===== config.mk =====
export PLATFORM = sky130hd
export DESIGN_NAME = dcr_channel
export DESIGN_NICKNAME = d
export VERILOG_FILES = /design/src/rtl/dcr_pkg.sv /design/src/rtl/dcr_channel.sv
export SDC_FILE = /design/constraint.sdc
export NUM_CORES = 1
export LEC_CHECK = 0
export BUFFER_PORTS_ARGS = -buffer_cell sky130_fd_sc_hd__buf_4
export CORE_ASPECT_RATIO = 0.5
export CORE_MARGIN = 5
export CORE_UTILIZATION = 53
export CTS_BUF_LIST = sky130_fd_sc_hd__clkbuf_16
export CTS_CLUSTER_DIAMETER = 50
export DETAILED_ROUTE_END_ITERATION = 10
export HOLD_SLACK_MARGIN = 0.12
export PLACE_DENSITY = 0.85
export SYNTH_ARGS = -nofsm -noshare
export SYNTH_HDL_FRONTEND = slang
export SYNTH_SLANG_ARGS = --single-unit

===== constraint.sdc =====
create_clock -name aclk -period 2.22 [get_ports aclk]
set_input_delay 0.222 -clock aclk [delete_from_list [all_inputs] [get_ports aclk]]
set_output_delay 0.222 -clock aclk [all_outputs]
set_load 0.05 [all_outputs]

===== src/rtl/dcr_pkg.sv =====
// Shared constants, states and carriers of the DMA channel register block
`default_nettype none
package dcr_pkg;
	localparam int AXI_AW = 8;
	localparam int ADDR_W = 20;
	localparam int DATA_W = 16;
	localparam int SIZE_W = 16;
	// Register byte addresses
	localparam logic [AXI_AW-1:0] OFS_CTL = 8'h00;
	localparam logic [AXI_AW-1:0] OFS_SA = 8'h04;
	localparam logic [AXI_AW-1:0] OFS_DA = 8'h08;
	localparam logic [AXI_AW-1:0] OFS_SZ = 8'h0C;
	localparam logic [AXI_AW-1:0] OFS_IST = 8'h10;
	localparam logic [AXI_AW-1:0] OFS_IMASK = 8'h14;
	// Control register bit positions
	localparam int CTL_START = 0;
	localparam int CTL_ABORT = 1;
	localparam int CTL_IE = 2;
	localparam int CTL_PEND = 3;
	localparam int CTL_EN = 4;
	localparam int CTL_LVL = 5;
	// Interrupt status bit positions
	localparam int IST_DONE = 0;
	localparam int IST_ABORT = 1;
	localparam int IST_W = 2;
	localparam logic [1:0] RESP_OKAY = 2'h0;
	localparam logic [1:0] RESP_SLVERR = 2'h2;
	localparam logic [ADDR_W-1:0] ADDR_STEP = 20'h00002;
	localparam logic [SIZE_W-1:0] SIZE_ONE = 16'h0001;
	localparam logic [SIZE_W-1:0] SIZE_ZERO = 16'h0000;

	typedef enum logic [1:0] {
		ST_IDLE,
		ST_RD,
		ST_WR
	} dcr_state_e;

	typedef struct packed {
		logic req;
		logic we;
		logic [ADDR_W-1:0] addr;
		logic [DATA_W-1:0] wdata;
	} dcr_mem_s;

	typedef struct packed {
		dcr_state_e st;
		logic aw_got;
		logic w_got;
		logic [AXI_AW-1:0] awaddr;
		logic [31:0] wdata;
		logic [3:0] wstrb;
		logic awready;
		logic wready;
		logic bvalid;
		logic [1:0] bresp;
		logic arready;
		logic rvalid;
		logic [1:0] rresp;
		logic [31:0] rdata;
		logic lvl;
		logic en;
		logic pend;
		logic ie;
		logic abort;
		logic start;
		logic [ADDR_W-1:0] sa;
		logic [ADDR_W-1:0] da;
		logic [ADDR_W-1:0] src_w;
		logic [ADDR_W-1:0] dst_w;
		logic [SIZE_W-1:0] cnt;
		logic [SIZE_W-1:0] prog;
		logic [IST_W-1:0] ist;
		logic [IST_W-1:0] imask;
		logic irq;
		logic [2:0] trig_p;
		logic [1:0] nmi_p;
		dcr_mem_s mem;
	} dcr_state_s;
endpackage
`default_nettype wire


===== src/rtl/dcr_channel.sv =====
// DMA channel: registers, block transfer engine, AXI4-Lite slave, interrupt
//
// Local design decisions: the register offsets and the AXI4-Lite register port.
`default_nettype none
// How it works
// - Interrupt request raised when a status bit and its mask bit are both set; done status needs interrupt enable.
// - NMI during a running transfer ends it and sets the abort status bit.
// - Writing one to the start bit begins a transfer; hardware clears the bit.
// - Source register gives first read location of a block.
// - Programmed source address is never changed by hardware; a working copy steps.
// - Destination register gives first written location of a block.
// - Programmed destination address is never changed by hardware.
// - Address registers hold 20 bits; bits 31 to 20 read zero.
// - Low-half-only write to source loads bits 15 to 0, clears 19 to 16.
// - Low-half-only write to destination loads bits 15 to 0, clears 19 to 16.
// - Size register holds item count of one block.
// - Size count drops by one after every item moved except the last.
// - On the last item, instead of reaching zero, the count reloads the last programmed size at once.
// - Programmed size zero disables transfers entirely.
// - Nonzero size N moves exactly N items.
module dcr_channel (
	input wire logic aclk, // System clock
	input wire logic aresetn, // Synchronous reset, active low
	input wire logic [dcr_pkg::AXI_AW-1:0] s_axi_awaddr, // Write address
	input wire logic s_axi_awvalid, // Write address valid
	output logic s_axi_awready, // Write address ready
	input wire logic [31:0] s_axi_wdata, // Write data
	input wire logic [3:0] s_axi_wstrb, // Write strobes
	input wire logic s_axi_wvalid, // Write data valid
	output logic s_axi_wready, // Write data ready
	output logic [1:0] s_axi_bresp, // Write response
	output logic s_axi_bvalid, // Write response valid
	input wire logic s_axi_bready, // Write response ready
	input wire logic [dcr_pkg::AXI_AW-1:0] s_axi_araddr, // Read address
	input wire logic s_axi_arvalid, // Read address valid
	output logic s_axi_arready, // Read address ready
	output logic [31:0] s_axi_rdata, // Read data
	output logic [1:0] s_axi_rresp, // Read response
	output logic s_axi_rvalid, // Read data valid
	input wire logic s_axi_rready, // Read data ready
	input wire logic trigger_in, // Transfer trigger pin
	input wire logic nmi_in, // Non-maskable interrupt pin
	output dcr_pkg::dcr_mem_s mem_o, // Memory request
	input wire logic mem_ack, // Memory request accepted
	input wire logic [dcr_pkg::DATA_W-1:0] mem_rdata, // Read data, valid with ack
	output logic irq // Interrupt, level
);
	dcr_pkg::dcr_state_s s_ff;
	dcr_pkg::dcr_state_s nxt_s;
	logic trig_s;
	logic trig_d;
	logic nmi_s;
	logic wr_fire;
	logic ctl_wr;
	logic sa_wr;
	logic da_wr;
	logic sz_wr;
	logic trig_hit;

	function automatic logic [31:0] merge_bytes(input logic [31:0] old, input logic [31:0] wd,
			input logic [3:0] strb);
		logic [31:0] r;
		r = old;
		for (int i = 0; i < 4; i++) begin
			if (strb[i]) begin
				r[i*8 +: 8] = wd[i*8 +: 8];
			end
		end
		return r;
	endfunction

	assign trig_s = s_ff.trig_p[1];
	assign trig_d = s_ff.trig_p[2];
	assign nmi_s = s_ff.nmi_p[1];
	assign wr_fire = s_ff.aw_got && s_ff.w_got && !s_ff.bvalid;
	assign ctl_wr = wr_fire && s_ff.awaddr == dcr_pkg::OFS_CTL;
	assign sa_wr = wr_fire && s_ff.awaddr == dcr_pkg::OFS_SA;
	assign da_wr = wr_fire && s_ff.awaddr == dcr_pkg::OFS_DA;
	assign sz_wr = wr_fire && s_ff.awaddr == dcr_pkg::OFS_SZ;
	// Level mode starts on high; edge mode needs a fresh rising edge
	assign trig_hit = s_ff.lvl ? trig_s : (trig_s && !trig_d);

	always_comb begin
		logic [31:0] m;
		logic [dcr_pkg::ADDR_W-1:0] src_n;
		m = 32'h0000_0000;
		src_n = s_ff.src_w + dcr_pkg::ADDR_STEP;
		nxt_s = s_ff;
		// Pin synchronisers, first stage read only by the second
		nxt_s.trig_p = {s_ff.trig_p[1:0], trigger_in};
		nxt_s.nmi_p = {s_ff.nmi_p[0], nmi_in};

		// Write channel: address and data taken in either order
		if (s_ff.awready && s_axi_awvalid) begin
			nxt_s.aw_got = 1'b1;
			nxt_s.awaddr = s_axi_awaddr;
		end
		if (s_ff.wready && s_axi_wvalid) begin
			nxt_s.w_got = 1'b1;
			nxt_s.wdata = s_axi_wdata;
			nxt_s.wstrb = s_axi_wstrb;
		end
		if (s_ff.bvalid && s_axi_bready) begin
			nxt_s.bvalid = 1'b0;
		end
		if (wr_fire) begin
			nxt_s.aw_got = 1'b0;
			nxt_s.w_got = 1'b0;
			nxt_s.bvalid = 1'b1;
			nxt_s.bresp = dcr_pkg::RESP_OKAY;
			if (ctl_wr) begin
				if (s_ff.wstrb[0]) begin
					nxt_s.lvl = s_ff.wdata[dcr_pkg::CTL_LVL];
					nxt_s.en = s_ff.wdata[dcr_pkg::CTL_EN];
					nxt_s.pend = s_ff.wdata[dcr_pkg::CTL_PEND];
					nxt_s.ie = s_ff.wdata[dcr_pkg::CTL_IE];
					nxt_s.abort = s_ff.wdata[dcr_pkg::CTL_ABORT];
					nxt_s.start = s_ff.wdata[dcr_pkg::CTL_START];
				end
			end else if (sa_wr) begin
				m = merge_bytes({12'h000, s_ff.sa}, s_ff.wdata, s_ff.wstrb);
				// Half-word write leaves the upper nibble cleared
				nxt_s.sa = s_ff.wstrb[2] ? m[19:0] : {4'h0, m[15:0]};
			end else if (da_wr) begin
				m = merge_bytes({12'h000, s_ff.da}, s_ff.wdata, s_ff.wstrb);
				nxt_s.da = s_ff.wstrb[2] ? m[19:0] : {4'h0, m[15:0]};
			end else if (sz_wr) begin
				m = merge_bytes({16'h0000, s_ff.prog}, s_ff.wdata, s_ff.wstrb);
				nxt_s.prog = m[15:0];
				nxt_s.cnt = m[15:0];
			end else if (s_ff.awaddr == dcr_pkg::OFS_IST) begin
				nxt_s.ist = s_ff.ist & ~s_ff.wdata[dcr_pkg::IST_W-1:0];
			end else if (s_ff.awaddr == dcr_pkg::OFS_IMASK) begin
				nxt_s.imask = s_ff.wdata[dcr_pkg::IST_W-1:0];
			end else begin
				nxt_s.bresp = dcr_pkg::RESP_SLVERR;
			end
		end

		// Read channel
		if (s_ff.rvalid && s_axi_rready) begin
			nxt_s.rvalid = 1'b0;
		end
		if (s_ff.arready && s_axi_arvalid) begin
			nxt_s.rvalid = 1'b1;
			nxt_s.rresp = dcr_pkg::RESP_OKAY;
			nxt_s.rdata = 32'h0000_0000;
			if (s_axi_araddr == dcr_pkg::OFS_CTL) begin
				nxt_s.rdata[dcr_pkg::CTL_LVL] = s_ff.lvl;
				nxt_s.rdata[dcr_pkg::CTL_EN] = s_ff.en;
				nxt_s.rdata[dcr_pkg::CTL_PEND] = s_ff.pend;
				nxt_s.rdata[dcr_pkg::CTL_IE] = s_ff.ie;
				nxt_s.rdata[dcr_pkg::CTL_ABORT] = s_ff.abort;
				nxt_s.rdata[dcr_pkg::CTL_START] = s_ff.start;
			end else if (s_axi_araddr == dcr_pkg::OFS_SA) begin
				nxt_s.rdata = {12'h000, s_ff.sa};
			end else if (s_axi_araddr == dcr_pkg::OFS_DA) begin
				nxt_s.rdata = {12'h000, s_ff.da};
			end else if (s_axi_araddr == dcr_pkg::OFS_SZ) begin
				nxt_s.rdata = {16'h0000, s_ff.cnt};
			end else if (s_axi_araddr == dcr_pkg::OFS_IST) begin
				nxt_s.rdata = {30'h0000_0000, s_ff.ist};
			end else if (s_axi_araddr == dcr_pkg::OFS_IMASK) begin
				nxt_s.rdata = {30'h0000_0000, s_ff.imask};
			end else begin
				nxt_s.rresp = dcr_pkg::RESP_SLVERR;
			end
		end

		// Transfer engine; its flag sets come after software writes so they win
		case (s_ff.st)
			dcr_pkg::ST_IDLE: begin
				if (s_ff.en && s_ff.prog != dcr_pkg::SIZE_ZERO && !nmi_s
						&& (s_ff.start || trig_hit)) begin
					// A fresh start written this cycle survives the clear
					if (!(ctl_wr && s_ff.wstrb[0] && s_ff.wdata[dcr_pkg::CTL_START])) begin
						nxt_s.start = 1'b0;
					end
					nxt_s.st = dcr_pkg::ST_RD;
					nxt_s.src_w = s_ff.sa;
					nxt_s.dst_w = s_ff.da;
					nxt_s.cnt = s_ff.prog;
					nxt_s.mem.req = 1'b1;
					nxt_s.mem.we = 1'b0;
					nxt_s.mem.addr = s_ff.sa;
				end
			end
			dcr_pkg::ST_RD: begin
				if (mem_ack) begin
					nxt_s.st = dcr_pkg::ST_WR;
					nxt_s.mem.we = 1'b1;
					nxt_s.mem.addr = s_ff.dst_w;
					nxt_s.mem.wdata = mem_rdata;
				end
			end
			dcr_pkg::ST_WR: begin
				if (mem_ack) begin
					nxt_s.src_w = src_n;
					nxt_s.dst_w = s_ff.dst_w + dcr_pkg::ADDR_STEP;
					if (s_ff.cnt == dcr_pkg::SIZE_ONE) begin
						// Last of N items: reload and flag
						nxt_s.cnt = s_ff.prog;
						nxt_s.st = dcr_pkg::ST_IDLE;
						nxt_s.mem.req = 1'b0;
						nxt_s.mem.we = 1'b0;
						nxt_s.pend = 1'b1;
						if (s_ff.ie) begin
							nxt_s.ist[dcr_pkg::IST_DONE] = 1'b1;
						end
					end else begin
						nxt_s.cnt = s_ff.cnt - dcr_pkg::SIZE_ONE;
						nxt_s.st = dcr_pkg::ST_RD;
						nxt_s.mem.we = 1'b0;
						nxt_s.mem.addr = src_n;
					end
				end
			end
			default: begin
				nxt_s.st = dcr_pkg::ST_IDLE;
			end
		endcase
		// Abort drops the request mid-handshake; memory must tolerate it
		if (s_ff.st != dcr_pkg::ST_IDLE && (nmi_s || !s_ff.en)) begin
			nxt_s.st = dcr_pkg::ST_IDLE;
			nxt_s.mem.req = 1'b0;
			nxt_s.mem.we = 1'b0;
			nxt_s.cnt = s_ff.prog;
			if (nmi_s) begin
				nxt_s.abort = 1'b1;
				nxt_s.ist[dcr_pkg::IST_ABORT] = 1'b1;
			end
		end

		nxt_s.awready = !nxt_s.aw_got && !nxt_s.bvalid;
		nxt_s.wready = !nxt_s.w_got && !nxt_s.bvalid;
		nxt_s.arready = !nxt_s.rvalid;
		nxt_s.irq = |(nxt_s.ist & nxt_s.imask);
	end

	always_ff @(posedge aclk) begin
		if (!aresetn) begin
			s_ff <= '0;
		end else begin
			s_ff <= nxt_s;
		end
	end

	assign s_axi_awready = s_ff.awready;
	assign s_axi_wready = s_ff.wready;
	assign s_axi_bvalid = s_ff.bvalid;
	assign s_axi_bresp = s_ff.bresp;
	assign s_axi_arready = s_ff.arready;
	assign s_axi_rvalid = s_ff.rvalid;
	assign s_axi_rresp = s_ff.rresp;
	assign s_axi_rdata = s_ff.rdata;
	assign mem_o = s_ff.mem;
	assign irq = s_ff.irq;
endmodule
`default_nettype wire


==> key figures <==
Status
  – Status: complete, but fails checks
  – Failing checks: setup timing

Power and ir drop
  – Combinational share of power: approximately 11%
  – Sequential share of power: 49.1%
  – Clock share of power: 39.5%
  – Maximum VDD drop: 0.421 mV
  – Internal power: 0.00635 W
  – Sw frac: 26.3%
  – Design Power: 0.00862 W
  – LEAKAGE: between 5 and 6 nW
  – Power Density: 601 nW/um2
  – Sw Pwr: 0.00227 W

STA
  – Hold_ws: 0.161 ns
  – RSZ-0062 raised after global routing: yes
  – Worst Tran Pin Value: roughly 0.77 ns
  – Skew final: 0.0214 ns
  – Fin. Hold Viols: 0
  – Final setup viols: 7
  – Min cycle time layout: 2.26 ns
  – Crit share post-route: 102%
  – Max Freq: around 440 MHz
  – Slew HR: between 40% and 50%
  – Fin. max-slew vios: 0
  – Worst Slack Setup Final: -0.0446 ns

CTS
  – Clk buf depth: 3
  – Root Buffer: clkbuf_16
  – CTS tree: built
  – H-tree levels: 1
  – Clk sinks: 228
  – Clk_lat worst skew: 0.51 ns
  – Clk pin slew, worst setup/hold paths: 0.07 ns
  – Number of CTS-inserted buffers: 21

Route
  – DRC: 0
  – Vias: between 10000 and 15000
  – Antenna viol nets, final: 0
  – DRT iter0 DRCs: 1614
  – Final WL: roughly 40000 um
  – Routed WL per cell: approximately 20 um
  – Via/cell ratio: 6.20
  – TritonRoute pass-1 iters: 7

Worst setup path
  – Critical path peak fanout: 8
  – CP startpoint kind: flip-flop
  – Worst Setup End Kind: flip-flop
  – Setup CP Type: flip-flop to flip-flop
  – R2R depth: 7
  – Crit path DAT: about 2.6 ns
  – Worst path required time: 2.59 ns

Global routing
  – Met2 usage: 47.6%
  – Met1 GRT Util: about two fifths
  – Vias in the first global route: roughly 11000
  – Initial antenna violation count: 1
  – M3 GR Usage: between 7 and 8%
  – GRT Max-Usage Layer: met2
  – Largest net degree at the start of global routing: 59
  – GR Overflow Total: 0
  – GRT Overall Usage: roughly 30%
  – First-pass GRT wire length: 60700 um

Logic synthesis
  – Yosys top cell by area: dfxtp_1
  – Async SR Flop Fraction: 0%
  – Mapped Avg Cell Area: 7.98 um2
  – Synth top area share: 39.2%
  – Ys Warns: 0
  – Synth area leaders: dfxtp_1, nand2_1, a21oi_1
  – Yosys reg bits: 228
  – Post-synth EDFFs: 0
  – Post-Syn Area: between 10000 and 15000 um2
  – Post-synthesis sequential area ratio: 39.2%
  – Mapped Cells: 1461
  – Unique cell type count in the Yosys netlist: 71
  – Most used DFF post-synth: dfxtp_1

Floorplanning
  – Die area: 25200 um2
  – CORE AREA: 21600 um2
  – Die X: 220 um
  – Die Ht: 115 um
  – Ports: 158
  – Row cnt: 38
  – Initial Util: 53.9%

Final layout
  – Post-route cell area: 14300 um2
  – Filler cells: 1721
  – Share of layout cells above drive strength 1: approximately a fifth
  – Antenna diode count: 0
  – P&R area growth vs syn: 23.0%
  – Final-stage net count: about 1700

Placement
  – Gpl congestion: 0.977
  – IO Port Bufs: between 100 and 150
  – DP Area: 13000 um2
  – Post-DP HPWL: approximately 27000 um

Worst hold path
  – Min-Delay Path Class: input pin to flip-flop
  – Hold Path Depth: 5

Run
  – MaxCap Viol Count: 0
[cells in the final DEF, fill, tap and decap left out, drive strengths merged, types with 5 or more instances in the layout]
cell,n
buf,248
nand2,243
dfxtp,228
a21oi,175
nor2,84
o21ai,61
dlygate4sd3,51
nand3,49
a221oi,31
inv,30
nor3,30
mux2i,26
nor4,25
clkbuf,22
mux2,21
a22o,17
and3,16
xnor2,16
and2,16
nand2b,15
o211ai,14
o22ai,14
a22oi,14
conb,14
nand4,13
a2bb2oi,10
or4,10
o31ai,10
a31oi,9
clkinv,9
and4,9
a2111oi,9
xor2,8
ha,8
a221o,7
a32oi,6
a211oi,5
nand3b,5
[cell families (layout without fill, tap and decap cells)]
logic type,Yosys count,in the layout,share of synthesized area (%)
fa+ha+maj,8,8,0.859
buf+inv,206,361,9.32
mux,47,47,4.26
simple gates,532,532,21.6
flops,228,228,39.2
other cells,1,14,0.0322
compound gates,415,415,22.9
xor+xnor,24,24,1.80
[power by group through the flow]
stage / clock (W) / sequential, W / combinational (W)
3_5_place_dp: 0 / 0.00432 / 0.000856
5_1_grt: 0.00361 / 0.00424 / 0.00103
6_report: 0.00341 / 0.00423 / 0.000982
4_1_cts: 0.00343 / 0.00423 / 0.000935
2_1_floorplan: 0 / 0.00431 / 0.000572
3_3_place_gp: 0 / 0.00432 / 0.000839
[routing by layer]
metal,wire (um),vias up
met1,15800,5652
met3,4900,97
li1,-,5484
met4,905,4
met5,106,-
met2,17500,726
[final timing paths]
| kind | to | startpoint | slack [ns] |
|---|---|---|---|
| max | flip-flop | s_ff[249]$_SDFFE_PN0P_ | -0.04 |
| max reg2reg | flip-flop | s_ff[249]$_SDFFE_PN0P_ | -0.04 |
| min reg2reg | nxt_s[42]$_SDFF_PN0_ | nxt_s[41]$_SDFF_PN0_ | 0.44 |
| min | s_axi_rresp[1]$_SDFFE_PN0P_ | s_axi_araddr[0] | 0.16 |
[critical path, cell delays in order (launching register included)]
cell and delay [ns]:
dfxtp_1 0.31, or4_1 0.59, buf_4 0.20, nor4b_2 0.34
buf_4 0.22, nand2_1 0.21, nand2_1 0.15, a21oi_1 0.09
[cell usage after synthesis, drive strengths merged, types with 6 or more instances]
library cell    n
nand2         243
dfxtp         228
a21oi         175
buf            90
clkbuf         89
nor2           84
o21ai          61
nand3          49
a221oi         31
nor3           30
inv            27
mux2i          26
nor4           25
mux2           21
a22o           17
and2           16
and3           16
xnor2          16
nand2b         15
a22oi          14
o211ai         14
o22ai          14
nand4          13
a2bb2oi        10
o31ai          10
or4            10
a2111oi         9
a31oi           9
and4            9
ha              8
xor2            8
a221o           7
a32oi           6
[stage by stage]
stage	setup TNS, ns	setup WS (ns)	std cells	utilization, %
global placement	-0.297	-0.0619	1837	60.2
CTS	0	0.00302	1922	65.5
finish	-0.0857	-0.0446	1929	66.3
global route	-0.533	-0.0465	1929	66.3
detailed placement	-0.913	-0.136	1837	60.2
floorplan	0	0.132	1474	-
[cell type report]
class	instances	area [um2]	area share [%]
repair buffers	300	2530	17.6
multi-input cells	1040	6160	43.0
flip-flops and latches	228	4560	31.8
clock inverters	13	82.6	0.576
clock buffers	21	526	3.67
inverters	27	104	0.724
well taps	300	375	2.62
[what timing repair did]
item | 4_1_cts | 5_1_grt
setup buffers | 0 | 6
gates cloned | 0 | 1
endpoints found under the hold margin | 52 | 0
endpoints found under the setup margin | 15 | 83
hold buffers | 51 | 0
gates resized for setup | 3 | 26
pin swaps | 0 | 5
(Power assumes the default switching activity.)
